## config.mk

```make
export PLATFORM = sky130hd
export DESIGN_NAME = pci_power_mgmt_config_regs
export DESIGN_NICKNAME = d
export VERILOG_FILES = /design/src/pm_cfg_pkg.sv /design/src/pci_power_mgmt_config_regs.sv /design/src/pm_fund_reset.sv /design/src/pm_rd_mux.sv
export SDC_FILE = /design/constraint.sdc
export NUM_CORES = 1
export LEC_CHECK = 0
export BUFFER_PORTS_ARGS = -buffer_cell sky130_fd_sc_hd__buf_4
export CORE_MARGIN = 4
export CORE_UTILIZATION = 46
export CTS_CLUSTER_DIAMETER = 150
export DETAILED_ROUTE_END_ITERATION = 12
export PLACE_DENSITY_LB_ADDON = 0.1
export SYNTH_ARGS = -nofsm -noshare
export SYNTH_HDL_FRONTEND = slang
export SYNTH_HIERARCHICAL = 1
export SYNTH_SLANG_ARGS = --single-unit
```

## constraint.sdc

```tcl
create_clock -name mclk -period 0.9 [get_ports mclk]
set_input_delay 0.045 -clock mclk [delete_from_list [all_inputs] [get_ports mclk]]
set_output_delay 0.045 -clock mclk [all_outputs]
set_load 0.1 [all_outputs]
```

## src/pm_cfg_pkg.sv

```systemverilog
// constants for the power-management and miscellaneous configuration registers
`default_nettype none
//------------------------------------------------------------------------------
// Notes on behaviour
// - two-bit power state: D0, D1, D2, D3
// - wake status and enable bits read zero
// - data scale and select fields read zero
// - control/status bits 7-2 read zero
// - extension register at 4Ah reads zero
// - misc register upper half reads zero
// - wake-from-cold bit hardwired zero
// - misc bits 14-12 read zero
// - bus revision conformance bit reads one
// - misc bit 10 mirrored to vendor bit 26
// - sticky bits reset to their defaults only by fundamental reset
// - fundamental reset from PERST or global reset
// - control/status survives D3hot-to-D0 internal reset
// - bit 7 selects version 010b or 011b
//------------------------------------------------------------------------------
package pm_cfg_pkg;
  localparam logic [7:0]  PMCSR_OFS       = 8'h48;
  localparam logic [7:0]  PM_EXT_OFS      = 8'h4A;
  localparam logic [7:0]  MISC_OFS        = 8'hF0;
  localparam logic [7:0]  PM_CAP_OFS      = 8'h46;
  localparam logic [1:0]  POWER_STATE_RST = 2'h0;
  localparam logic        MISC_B10_RST    = 1'b0;
  localparam logic        MISC_B7_RST     = 1'b1;
  localparam logic [1:0]  MISC_B98_RST    = 2'h2;
  localparam logic        MISC_B4_RST     = 1'b1;
  localparam logic [15:0] PM_EXT_VALUE    = 16'h0000;
  localparam logic        CONFORM_VALUE   = 1'b1;
  localparam logic [2:0]  PM_VER_OLD      = 3'h2;
  localparam logic [2:0]  PM_VER_NEW      = 3'h3;
  localparam logic [12:0] PM_CAP_UPPER    = 13'h0FC0;
  localparam int          BIT_CONFORM     = 11;
  localparam int          BIT_IGN_MASTER  = 10;
  localparam int          BIT_PM_REV      = 7;
  localparam int          BIT_DIS_ABORT   = 4;

  typedef enum logic [1:0] {
    PS_D0 = 2'b00,
    PS_D1 = 2'b01,
    PS_D2 = 2'b10,
    PS_D3 = 2'b11
  } power_state_t;
endpackage : pm_cfg_pkg
`default_nettype wire

```

## src/pci_power_mgmt_config_regs.sv

```systemverilog
// power-management control/status, extension and miscellaneous configuration registers
`timescale 1ns/1ps
`default_nettype none
module pci_power_mgmt_config_regs (
  input  wire logic        mclk,
  input  wire logic        resetn,
  input  wire logic        perst_n,
  input  wire logic        global_reset_n,
  input  wire logic        cfg_wr,
  input  wire logic        cfg_rd,
  input  wire logic [7:0]  cfg_addr,
  input  wire logic [3:0]  cfg_be,
  input  wire logic [31:0] cfg_wdata,
  output logic [31:0]      cfg_rdata,
  output logic             cfg_rvalid,
  output logic             cfg_hit,
  output logic [1:0]       power_state,
  output logic             pm_rev_select,
  output logic             vendor_id_bit26,
  output logic             wake_ignores_master_irq_bit,
  output logic [1:0]       read_cmd_select,
  output logic             abort_disable,
  output logic             fundamental_reset_n
);
  //----------------------------------------------------------------------------
  // reset and storage
  //----------------------------------------------------------------------------
  logic [1:0]  power_state_field_q;
  logic        pm_revision_select_bit_q;
  logic        wake_ignores_q;
  logic [1:0]  read_cmd_q;
  logic        abort_dis_q;
  logic [31:0] rdata_q;
  logic        rvalid_q;
  logic        wr_pmcsr;
  logic        wr_misc_lo;
  logic        wr_misc_hi;
  logic [15:0] misc_low;
  logic [31:0] rd_word;
  logic        rd_hit;

  pm_fund_reset pm_fund_reset_inst (
    .mclk                (mclk),
    .perst_n             (perst_n),
    .global_reset_n      (global_reset_n),
    .fundamental_reset_n (fundamental_reset_n)
  );

  //----------------------------------------------------------------------------
  // write decode
  //----------------------------------------------------------------------------
  assign wr_pmcsr   = cfg_wr && (cfg_addr == pm_cfg_pkg::PMCSR_OFS) && cfg_be[0];
  assign wr_misc_lo = cfg_wr && (cfg_addr == pm_cfg_pkg::MISC_OFS) && cfg_be[0];
  assign wr_misc_hi = cfg_wr && (cfg_addr == pm_cfg_pkg::MISC_OFS) && cfg_be[1];

  // sticky fields sit on the fundamental reset only; the D3hot-to-D0 internal
  // reset (resetn) must not touch the power state
  always_ff @(posedge mclk or negedge fundamental_reset_n) begin
    if (!fundamental_reset_n) begin
      power_state_field_q      <= pm_cfg_pkg::POWER_STATE_RST;
      pm_revision_select_bit_q <= pm_cfg_pkg::MISC_B7_RST;
      read_cmd_q               <= pm_cfg_pkg::MISC_B98_RST;
      abort_dis_q              <= pm_cfg_pkg::MISC_B4_RST;
    end else begin
      if (wr_pmcsr) begin
        power_state_field_q <= cfg_wdata[1:0];
      end
      if (wr_misc_lo) begin
        pm_revision_select_bit_q <= cfg_wdata[pm_cfg_pkg::BIT_PM_REV];
        abort_dis_q              <= cfg_wdata[pm_cfg_pkg::BIT_DIS_ABORT];
      end
      if (wr_misc_hi) begin
        read_cmd_q <= cfg_wdata[9:8];
      end
    end
  end

  // bit 10 is not sticky, so it follows the ordinary reset
  always_ff @(posedge mclk or negedge resetn) begin
    if (!resetn) begin
      wake_ignores_q <= pm_cfg_pkg::MISC_B10_RST;
    end else if (wr_misc_hi) begin
      wake_ignores_q <= cfg_wdata[pm_cfg_pkg::BIT_IGN_MASTER];
    end
  end

  //----------------------------------------------------------------------------
  // read path
  //----------------------------------------------------------------------------
  // bit 15 wake-from-cold 0, bits 14-12 zero, bit 11 one, bits 6-5 and 3-0 zero
  assign misc_low = {1'b0, 3'h0, pm_cfg_pkg::CONFORM_VALUE, wake_ignores_q, read_cmd_q,
                     pm_revision_select_bit_q, 2'h0, abort_dis_q, 4'h0};

  pm_rd_mux pm_rd_mux_inst (
    .cfg_addr          (cfg_addr),
    .power_state_field (power_state_field_q),
    .misc_low          (misc_low),
    .rd_word           (rd_word),
    .rd_hit            (rd_hit)
  );

  always_ff @(posedge mclk or negedge resetn) begin
    if (!resetn) begin
      rdata_q  <= 32'h0000_0000;
      rvalid_q <= 1'b0;
    end else begin
      rvalid_q <= cfg_rd;
      rdata_q  <= cfg_rd ? rd_word : 32'h0000_0000;
    end
  end

  assign cfg_rdata                   = rdata_q;
  assign cfg_rvalid                  = rvalid_q;
  assign cfg_hit                     = rd_hit;
  assign power_state                 = power_state_field_q;
  assign pm_rev_select               = pm_revision_select_bit_q;
  assign vendor_id_bit26             = wake_ignores_q;
  assign wake_ignores_master_irq_bit = wake_ignores_q;
  assign read_cmd_select             = read_cmd_q;
  assign abort_disable               = abort_dis_q;
endmodule : pci_power_mgmt_config_regs
`default_nettype wire

```

## src/pm_fund_reset.sv

```systemverilog
// fundamental reset generation from PCIe reset and global reset
`timescale 1ns/1ps
`default_nettype none
module pm_fund_reset (
  input  wire logic mclk,
  input  wire logic perst_n,
  input  wire logic global_reset_n,
  output logic      fundamental_reset_n
);
  logic both_n;
  logic s1_q;
  logic s2_q;

  assign both_n = perst_n & global_reset_n;

  // asserts at once, releases after two clean edges to avoid a ragged release
  always_ff @(posedge mclk or negedge both_n) begin
    if (!both_n) begin
      s1_q <= 1'b0;
      s2_q <= 1'b0;
    end else begin
      s1_q <= 1'b1;
      s2_q <= s1_q;
    end
  end

  assign fundamental_reset_n = s2_q;
endmodule : pm_fund_reset
`default_nettype wire

```

## src/pm_rd_mux.sv

```systemverilog
// read-data assembly for the power-management configuration words
`timescale 1ns/1ps
`default_nettype none
module pm_rd_mux (
  input  wire logic [7:0]  cfg_addr,
  input  wire logic [1:0]  power_state_field,
  input  wire logic [15:0] misc_low,
  output logic [31:0]      rd_word,
  output logic             rd_hit
);
  logic [15:0] pmcsr_word;
  logic [15:0] cap_word;
  logic [2:0]  pm_version;
  logic        hit_pmcsr;
  logic        hit_misc;
  logic        hit_cap;

  // bits 15-2 hardwired zero: wake flag, enable, scale, select, reserved
  assign pmcsr_word = {14'h0000, power_state_field};
  assign pm_version = misc_low[pm_cfg_pkg::BIT_PM_REV] ? pm_cfg_pkg::PM_VER_NEW
                                                        : pm_cfg_pkg::PM_VER_OLD;
  assign cap_word   = {pm_cfg_pkg::PM_CAP_UPPER, pm_version};

  // the 4Ah extension shares the dword with 48h and reads zero in the upper half
  assign hit_pmcsr = (cfg_addr == pm_cfg_pkg::PMCSR_OFS) || (cfg_addr == pm_cfg_pkg::PM_EXT_OFS);
  assign hit_misc  = (cfg_addr == pm_cfg_pkg::MISC_OFS);
  assign hit_cap   = (cfg_addr == pm_cfg_pkg::PM_CAP_OFS);

  always_comb begin
    rd_word = 32'h0000_0000;
    rd_hit  = 1'b1;
    if (hit_pmcsr) begin
      rd_word = {pm_cfg_pkg::PM_EXT_VALUE, pmcsr_word};
    end else if (hit_misc) begin
      rd_word = {16'h0000, misc_low};
    end else if (hit_cap) begin
      rd_word = {cap_word, 16'h0000};
    end else begin
      rd_hit = 1'b0;
    end
  end
endmodule : pm_rd_mux
`default_nettype wire
```

==> key figures, run 1 <==
Run
  • Max-Cap Viols: 0

Floorplanning
  • Num ports: 93
  • Die width: 70.67 um
  • Initial core utilization: 48.62%
  • Std cell rows: 22
  • Core Area: 3716 um2
  • Full die area: 4994 um2
  • Die span in y: 70.67 um

Worst setup path
  • Reg2Reg Depth: 4
  • Startpoint types: input pin
  • Worst path cell trace: buf_6 > or4b_4 > nor2_4 > a21o_4 > buf_12
  • Slowest CP cell: or4b_4
  • FF-to-FF setup slack: -270 ps
  • Crit Path Class: in2out
  • RR Endpoint: cfg_rdata[1]
  • Worst r2r src: power_state[1]
  • Family with the most delay on the worst path: simple AND/OR/NAND/NOR gates
  • CP Data Arrival Time: 1150 ps
  • Crit-path max cell delay: 570 ps
  • CP Capture Type: output port
  • WP buf/inv: 2
  • Crit-path max FO: 2
  • Required time worst endpoint: 850 ps

Min path
  • Hold Crit Start: cfg_rd
  • Hold EP: cfg_rvalid
  • Worst min path class: in2reg
  • Worst Hold Depth: 1

Route
  • Antenna Nets Post-Route: 0
  • Routed length per placed instance: 18.46 um
  • Total wire length: 5.483 mm
  • Drt first-iter violations: 97
  • Drt first pass iters: 4
  • DRC viols: 0
  • Via count: 1461
  • Vias/cell: 4.919

Clocking
  • CTS sink cnt: 42
  • CTS clk-pin slew, worst paths: 70 ps
  • TritonCTS buffer count: 5
  • Root buffer cell: clkbuf_8
  • H-tree depth: 2
  • Worst skew pair latency: 290 ps
  • TritonCTS clock tree: yes
  • Clk buf depth: 2

Layout
  • Register area: 1122 um2
  • Layout Cells excl Fill: 297
  • Fill cell count: 139
  • Synth-to-Final Area Change: 83.45%
  • Ant. Diodes: 0
  • Core Util, Final: 89.19%
  • Footprint of the multi-input gates: 780.7 um2
  • # nets final: 298
  • Layout cells sized above 1: 67.47%

GRT
  • Global-route wire length before repair: 7.403 mm
  • Met3 GRT Util: 4.830%
  • Initial antenna violation count: 0
  • Met2 usage: 34.20%
  • GRT busiest layer: met2
  • GRT overflow: 0
  • Vias in the first global route: 1490
  • Largest net degree at the start of global routing: 35
  • M1 GR Usage: 21.85%
  • Total global-route track usage: 19.19%

Power
  • Pwr/cell area: 1257 nW/um2
  • Worst VDD drop: 0.7279 mV
  • Total power: 4165 uW
  • Static Leakage: 0.001535 uW

Timing
  • Achievable Freq: 839.7 MHz
  • Fin crit share: 132.3%
  • Setup_tns: -5682 ps
  • Max Slew Vio Count: 0
  • Final setup violation count: 66
  • Crit path time final: 1191 ps
  • RSZ-0062 raised after global routing: true
  • Final hold slack: 32.17 ps
  • Worst Skew: 3.418 ps
  • Fin. Hold Viols: 0
  • Final Worst Setup Slack: -290.9 ps

Run status
  • Status: finished, violations left
  • Failing checks: setup timing

Logic synthesis
  • Yosys reg bits: 42
  • Cell Area, Synth: 1807 um2
  • Seq/Total Area, Yosys: 58.38%
  • Count of cell types in the netlist: 26
  • Warnings from Yosys: 6
  • Synthesized netlist cell count: 144
  • Mean post-synth cell area: 12.55 um2

Place
  • I/O Buffers: 65
  • Placed cell count: 271
  • GPL Wtd Cong: 0.7205
  • DP HPWL: 2.701 mm
-- cell usage after synthesis --
| cell type | instances | area, um2 |
|---|---|---|
| nand2_1 | 2 | 7.510 |
| or4b_4 | 1 | 13.76 |
| nand3b_1 | 3 | 22.52 |
| nor4_4 | 1 | 21.27 |
| and2_1 | 48 | 300.3 |
| dfstp_2 | 3 | 78.83 |
| nor4b_1 | 1 | 8.760 |
| nor2_1 | 1 | 3.750 |
| nand4_2 | 1 | 12.51 |
| dfrtp_1 | 39 | 975.9 |
| buf_4 | 16 | 120.1 |
| nand4_1 | 1 | 6.260 |
| o22a_2 | 1 | 10.01 |
| nand4b_2 | 1 | 15.01 |
| o21ai_0 | 1 | 5.000 |
| clkbuf_1 | 3 | 11.26 |
| and4_2 | 1 | 10.01 |
| nor3_2 | 3 | 30.03 |
| conb_1 | 4 | 15.01 |
| inv_1 | 1 | 3.750 |
| nand2b_1 | 1 | 6.260 |
| nor4b_4 | 1 | 23.77 |
| mux2_2 | 7 | 78.83 |
| and4b_1 | 1 | 10.01 |
| a21o_1 | 1 | 7.510 |
| o22a_1 | 1 | 8.760 |
-- metrics by stage --
step,setup slack (ps),cell area [um2]
2_1_floorplan,-248.5,1987
3_3_place_gp,-395.0,2524
3_5_place_dp,-405.2,2524
4_1_cts,-249.6,3077
5_1_grt,-304.9,3314
6_report,-290.9,3314
-- worst register-to-register path, delay by kind of cell, from the launching register on --
| kind | cells | cell delay [ps] |
|---|---|---|
| DFF | 1 | 460 |
| and+or+nand+nor | 3 | 430 |
| AOI/OAI and AO/OA | 1 | 220 |
-- area by class of cell --
type / count / share of cell area (%)
Sequential cell: 42 / 33.86
Clock buffer: 6 / 2.190
Clock inverter: 2 / 1.133
Multi-Input combinational cell: 98 / 23.56
Inverter: 1 / 0.1133
Tap cell: 48 / 1.812
Timing Repair Buffer: 100 / 37.33
-- state kept, by name (all words and copies together), names as in the netlist --
signal / flops
power_state: 2
vendor_id_bit26: 1
pm_rev_select: 1
read_cmd_select: 2
abort_disable: 1
cfg_rdata: 32
pm_fund_reset_inst/s1_q: 1
cfg_rvalid: 1
pm_fund_reset_inst/fundamental_reset_n: 1
-- repair_timing --
action,in CTS,in global routing
endpoints found under the hold margin,43,2
hold buffers,10,1
buffers inserted,5,3
setup endpoints to repair,62,68
pin swaps,8,2
resized for setup,79,52
-- worst max-delay path by stage --
| stage | endpoint | slack [ps] | cells past startpoint | startpoint |
|---|---|---|---|---|
| after floorplan | cfg_rdata[0] | -250 | 4 | power_state[0] |
| after global placement | cfg_hit | -390 | 5 | cfg_addr[5] |
| after detailed placement | cfg_hit | -410 | 5 | cfg_addr[5] |
| after CTS | abort_disable | -250 | 1 | abort_disable |
| after global routing | cfg_hit | -300 | 5 | cfg_addr[4] |
| final | cfg_hit | -290 | 5 | cfg_addr[4] |
-- report_power, final --
group | switching [uW] | internal [uW]
Sequential | 32.2 | 1930
Combinational | 456 | 307
Clock | 612 | 827
Total | 1100 | 3070
-- routing by layer --
metal	wire (um)	vias to the layer above	share of wire, %
met5	0	-	0
met4	238	0	4.3
met3	404	22	7.4
met2	3019	92	55
met1	1821	709	33
li1	-	638	-
-- logic make-up (layout without fill, tap and decap cells) --
group | count (synthesis) | after routing | share of synthesized area [%]
simple gates | 67 | 67 | 27.22
compound gates | 4 | 4 | 1.731
mux | 7 | 7 | 4.363
other cells | 4 | 20 | 0.8308
flops | 42 | 42 | 58.38
buf+inv | 20 | 109 | 7.479
-- layout by cell type, fill, tap and decap left out, types with 2 or more instances in the layout --
master	instances
buf_6	21
buf_8	11
dfrtp_2	33
nand3b_1	3
nand2_2	2
dfrtp_1	2
and2_4	9
dfrtp_4	4
mux2_4	6
nor3_2	2
buf_12	24
and2_1	39
buf_4	34
clkbuf_8	5
dfstp_4	3
conb_1	20
dlygate4sd3_1	10
nor4b_4	2
Power figures use the tool's default switching activity.
==> run 2, diff against run 1 <==
Settings changed: ABC_AREA set to 1, CORE_UTILIZATION 46 to 48.
==> key figures, run 2 <==
Run status
  • Status: finished, violations left
  • Failing checks: setup timing

Layout
  • Layout Cells excl Fill: 388
  • Commonest non-fill, non-tap cell in the layout: nand2_1
  • Ant. Diodes: 0
  • Synth-to-Final Area Change: 65.63%
  • Layout cells sized above 1: 53.85%
  • # nets final: 387
  • Core Util, Final: 83.66%
  • Most frequent cells in the layout: nand2_1 (56), inv_1 (50), buf_4 (39)
  • Largest register FFs: 32

Logic synthesis
  • Mux cell area share after synthesis: 0%
  • Cell Area, Synth: 2049 um2
  • Count of cell types in the netlist: 20
  • Yosys reg bits: 42
  • Most frequent cell after synthesis: nand2_1
  • Post-synth EDFFs: 0
  • Post-Synth Simple-Gate Area: 29.79%
  • Warnings from Yosys: 6
  • Top-area cell type share of the netlist area: 47.62%
  • Adder-Cell Fraction of Synth Area: 0%
  • Seq/Total Area, Yosys: 51.47%
  • Post-synthesis compound-gate area fraction: 0%
  • Post-synth top cells: nand2_1 (60), inv_1 (54), dfrtp_1 (39), buf_4 (15), nor2_4 (15)
  • Yosys top cell by area: dfrtp_1
  • Main synth FF type: dfrtp_1
  • Largest family of logic cells by synthesized area: simple AND/OR/NAND/NOR gates
  • Mean post-synth cell area: 8.721 um2
  • Synth area leaders: dfrtp_1 (48%), nand2_1 (11%), inv_1 (9.9%), nor2_4 (8.2%), buf_4 (5.5%)
  • Synthesized netlist cell count: 235
  • Async set or reset register ratio after synthesis: 100.0%
  • Post-synthesis xor/xnor area fraction: 0%

Min path
  • Worst min path class: in2reg
  • Hold Crit Start: cfg_wdata[8]

Place
  • DP HPWL: 2.909 mm
  • Placed cell count: 362
  • GPL Wtd Cong: 0.8393
  • I/O Buffers: 65

Route
  • Antenna Nets Post-Route: 0
  • Vias/cell: 4.144
  • Via count: 1608
  • Drt first pass iters: 4
  • Total wire length: 4.454 mm
  • DRC viols: 0
  • Drt first-iter violations: 48
  • Routed length per placed instance: 11.48 um

Clocking
  • Clk buf depth: 2
  • Worst skew pair latency: 280 ps
  • H-tree depth: 2
  • TritonCTS clock tree: yes
  • CTS clk-pin slew, worst paths: 80 ps
  • TritonCTS buffer count: 5
  • Root buffer cell: clkbuf_8
  • CTS sink cnt: 42

Run
  • Max-Cap Viols: 0

Timing
  • RSZ-0062 raised after global routing: true
  • Fin. Hold Viols: 0
  • Crit path time final: 1150 ps
  • Setup_tns: -2501 ps
  • Final setup violation count: 50
  • Max Slew Vio Count: 0
  • Achievable Freq: 869.8 MHz
  • Final Worst Setup Slack: -249.7 ps
  • Fin crit share: 127.7%
  • Worst Skew: 2.987 ps

Floorplanning
  • Num ports: 93
  • Die span in y: 73.35 um
  • Std cell rows: 23
  • Initial core utilization: 50.51%
  • Core Area: 4058 um2
  • Full die area: 5379 um2
  • Die width: 73.35 um

Worst setup path
  • Startpoint types: register
  • Slowest CP cell: dfstp_4
  • Family with the most delay on the worst path: flip-flops
  • CP Capture Type: output port
  • CP Data Arrival Time: 1100 ps
  • Crit-path max cell delay: 640 ps
  • WP buf/inv: 1
  • Worst path cell trace: buf_12
  • Required time worst endpoint: 850 ps
  • Critical Path Start: pm_rev_select
  • Crit Path Class: reg2out
  • Crit-path max FO: 2
  • Worst r2r src: abort_disable

GRT
  • Vias in the first global route: 1533
  • GRT overflow: 0
  • Largest net degree at the start of global routing: 35
  • Total global-route track usage: 17.29%
  • Initial antenna violation count: 0
  • Global-route wire length before repair: 7.017 mm

Power
  • Worst VDD drop: 1.017 mV
  • Static Leakage: 0.001877 uW
  • Pwr/cell area: 1149 nW/um2
-- run 2: power breakdown --
part | internal, uW | switching (uW) | total [uW]
registers | 1930 | 28.0 | 1960
logic | 276 | 493 | 769
clock network | 547 | 627 | 1170
-- run 2: cell families after synthesis --
kind of cell	Yosys count
buffers and inverters	78
flip-flops	42
other	4
AND/OR/NAND/NOR	111
-- run 2: final timing paths --
check	endpoint	slack, ps	cells after the start
setup / recovery	pm_rev_select	-250	1
hold / removal	read_cmd_select[0]	20	3
setup reg to reg	cfg_rdata[4]	-170	5
hold reg to reg	read_cmd_select[0]	210	1
max in group asynchronous	pm_fund_reset_inst/fundamental_reset_n	40	5
min in group asynchronous	pm_fund_reset_inst/s1_q	160	4
-- run 2: per-layer routing --
layer	vias to the layer above	share of wire, %	global-route usage [%]	wire (um)
li1	833	-	-	-
met1	726	38	20.42	1703
met2	47	55	30.09	2460
met3	2	6.1	4.925	271
met4	0	0.43	5.835	19
met5	-	0	0	0
-- run 2: layout make-up --
type                    count  area, um2
repair buffers             98       1155
clock buffers               6      72.57
inverters                  59      224.0
flip-flops and latches     42       1115
clock inverters             2      13.76
well taps                  50      62.56
multi-input cells         131      752.0
fillers                   221      663.1
-- run 2: metrics by stage --
| stage | hold slack, ps | cell area, um2 | setup WS, ps | power [uW] |
|---|---|---|---|---|
| after detailed placement | -73.95 | 2705 | -159.1 | 2616 |
| after global routing | 16.04 | 3395 | -272.7 | 4073 |
| after CTS | 10.00 | 3226 | -253.3 | 3898 |
| after global placement | -74.58 | 2705 | -92.59 | 2610 |
| after floorplan | -250.6 | 2177 | -206.9 | 2413 |
| final | 19.78 | 3395 | -249.7 | 3901 |
-- run 2: what timing repair did --
| item | 4_1_cts | 5_1_grt |
|---|---|---|
| endpoints found under the hold margin | 41 | 0 |
| buffers inserted | 6 | 4 |
| pin swaps | 0 | 8 |
| gates resized for setup | 79 | 35 |
| setup endpoints to repair | 47 | 52 |
| hold buffers | 8 | 0 |
==> run 3, diff against run 2 <==
Settings changed: BUFFER_PORTS_ARGS -buffer_cell sky130_fd_sc_hd__buf_4 to -buffer_cell sky130_fd_sc_hd__buf_2.
==> key figures, run 3 (synthesis gave the netlist of run 2 again) <==
Timing
  • Setup_tns: -4099 ps
  • Final Worst Setup Slack: -318.5 ps
  • Worst Skew: 2.567 ps
  • Achievable Freq: 820.7 MHz
  • Fin. Hold Viols: 0
  • Final setup violation count: 54
  • Fin crit share: 135.4%
  • Max Slew Vio Count: 0
  • RSZ-0062 raised after global routing: true
  • Crit path time final: 1219 ps

Clocking
  • CTS sink cnt: 42
  • Root buffer cell: clkbuf_8
  • H-tree depth: 2
  • TritonCTS clock tree: yes
  • CTS clk-pin slew, worst paths: 80 ps
  • Clk buf depth: 2
  • TritonCTS buffer count: 5
  • Worst skew pair latency: 300 ps

Place
  • GPL Wtd Cong: 0.7452
  • Placed cell count: 359
  • I/O Buffers: 65
  • Worst slack at placement: -110.7 ps
  • DP HPWL: 3.187 mm

Layout
  • # nets final: 389
  • Ant. Diodes: 0
  • Most frequent cells in the layout: nand2_1 (51), inv_1 (49), buf_12 (44)
  • Largest register FFs: 32
  • Synth-to-Final Area Change: 76.31%
  • Layout cells sized above 1: 55.59%
  • Fill cell count: 152
  • Commonest non-fill, non-tap cell in the layout: nand2_1
  • Layout Cells excl Fill: 390

Power
  • Worst VDD drop: 1.353 mV
  • Pwr/cell area: 1195 nW/um2
  • Static Leakage: 0.001912 uW

Worst setup path
  • CP Data Arrival Time: 1460 ps
  • Crit-path max FO: 2
  • Startpoint types: register
  • Required time worst endpoint: 1140 ps
  • Crit-path max cell delay: 650 ps
  • CP Capture Type: register
  • Worst path cell trace: buf_4 > inv_4 > nor2_1 > nand2_1 > inv_1
  • Crit Path Class: reg2reg
  • Slowest CP cell: dfstp_4

Route
  • Routed length per placed instance: 17.55 um
  • Via count: 1886
  • Drt first pass iters: 4
  • Antenna Nets Post-Route: 0
  • DRC viols: 0
  • Vias/cell: 4.836
  • Total wire length: 6.845 mm
  • Drt first-iter violations: 124

Run status
  • Failing checks: setup timing
  • Status: finished, violations left

GRT
  • GRT overflow: 0
  • Vias in the first global route: 1809
  • Global-route wire length before repair: 8.528 mm
  • Largest net degree at the start of global routing: 35
  • Initial antenna violation count: 0
  • Total global-route track usage: 21.04%

Run
  • Max-Cap Viols: 0

Floorplanning
  • Full die area: 5379 um2
  • Core Area: 4058 um2
  • Std cell rows: 23
  • Num ports: 93
  • Die span in y: 73.35 um
  • Initial core utilization: 50.51%
  • Die width: 73.35 um

Min path
  • Worst min path class: in2reg
## run 3: cell count changes in the layout (fill, tap and decap cells not counted), moves of 2 or more
cell / change
buf_12: +28
buf_4: -22
buf_2: +18
buf_8: -18
buf_6: -5
nand2_1: -5
nand2_2: +4
inv_4: +3
inv_2: -2
## run 3: area by class of cell
type | instances | area [um2] | area share [%]
Clock buffer | 6 | 72.57 | 2.008
Clock inverter | 2 | 37.54 | 1.039
Inverter | 59 | 231.5 | 6.406
Sequential cell | 42 | 1115 | 30.85
Multi-Input combinational cell | 131 | 770.7 | 21.33
Tap cell | 50 | 62.56 | 1.731
Timing Repair Buffer | 100 | 1324 | 36.63
## run 3: metal layers
metal / vias to the layer above / track usage [%] / share of wire, %
li1: 839 / - / -
met1: 908 / 23.00 / 34
met2: 109 / 38.83 / 53
met3: 30 / 5.746 / 7.3
met4: 0 / 7.243 / 5.1
met5: - / 0 / 0
## run 3: through the flow
step	power (uW)	utilization (%)	hold WS, ps	cell area (um2)
after floorplan	2413	-	-250.6	2177
after global placement	2694	78.01	-85.89	3166
after detailed placement	2704	78.01	-78.58	3166
after CTS	4225	86.68	3.968	3517
after global routing	4427	89.05	40.02	3613
final	4320	89.05	17.30	3613
## run 3: power breakdown
| part | internal [uW] | switching (uW) |
|---|---|---|
| clock network | 828 | 676 |
| logic | 308 | 540 |
| registers | 1930 | 36.8 |
| total | 3070 | 1250 |
## run 3: timing repair
action | 4_1_cts | 5_1_grt
endpoints found under the setup margin | 47 | 61
pin swaps | 5 | 6
gates resized for setup | 14 | 25
hold endpoints to repair | 42 | 0
buffers inserted | 11 | 3
hold buffers | 9 | 0
cloned | 0 | 0
## run 3: path summary, 6_finish.rpt
check / start / end / slack [ps] / cells after the start
min in group asynchronous: perst_n / pm_fund_reset_inst/fundamental_reset_n / 180 / 4
max in group asynchronous: global_reset_n / pm_fund_reset_inst/fundamental_reset_n / -20 / 5
hold / removal: cfg_wdata[10] / vendor_id_bit26 / 20 / 3
setup reg to reg: pm_rev_select / cfg_rdata[16] / -320 / 5
hold reg to reg: pm_fund_reset_inst/fundamental_reset_n / read_cmd_select[0] / 230 / 1
setup / recovery: pm_rev_select / cfg_rdata[16] / -320 / 5
## run 3: worst max-delay path: cells and delay by family, from the launching register on
kind,cells,cell delay (ps)
buffers and inverters,3,280
flip-flops,1,650
AND/OR/NAND/NOR,2,240
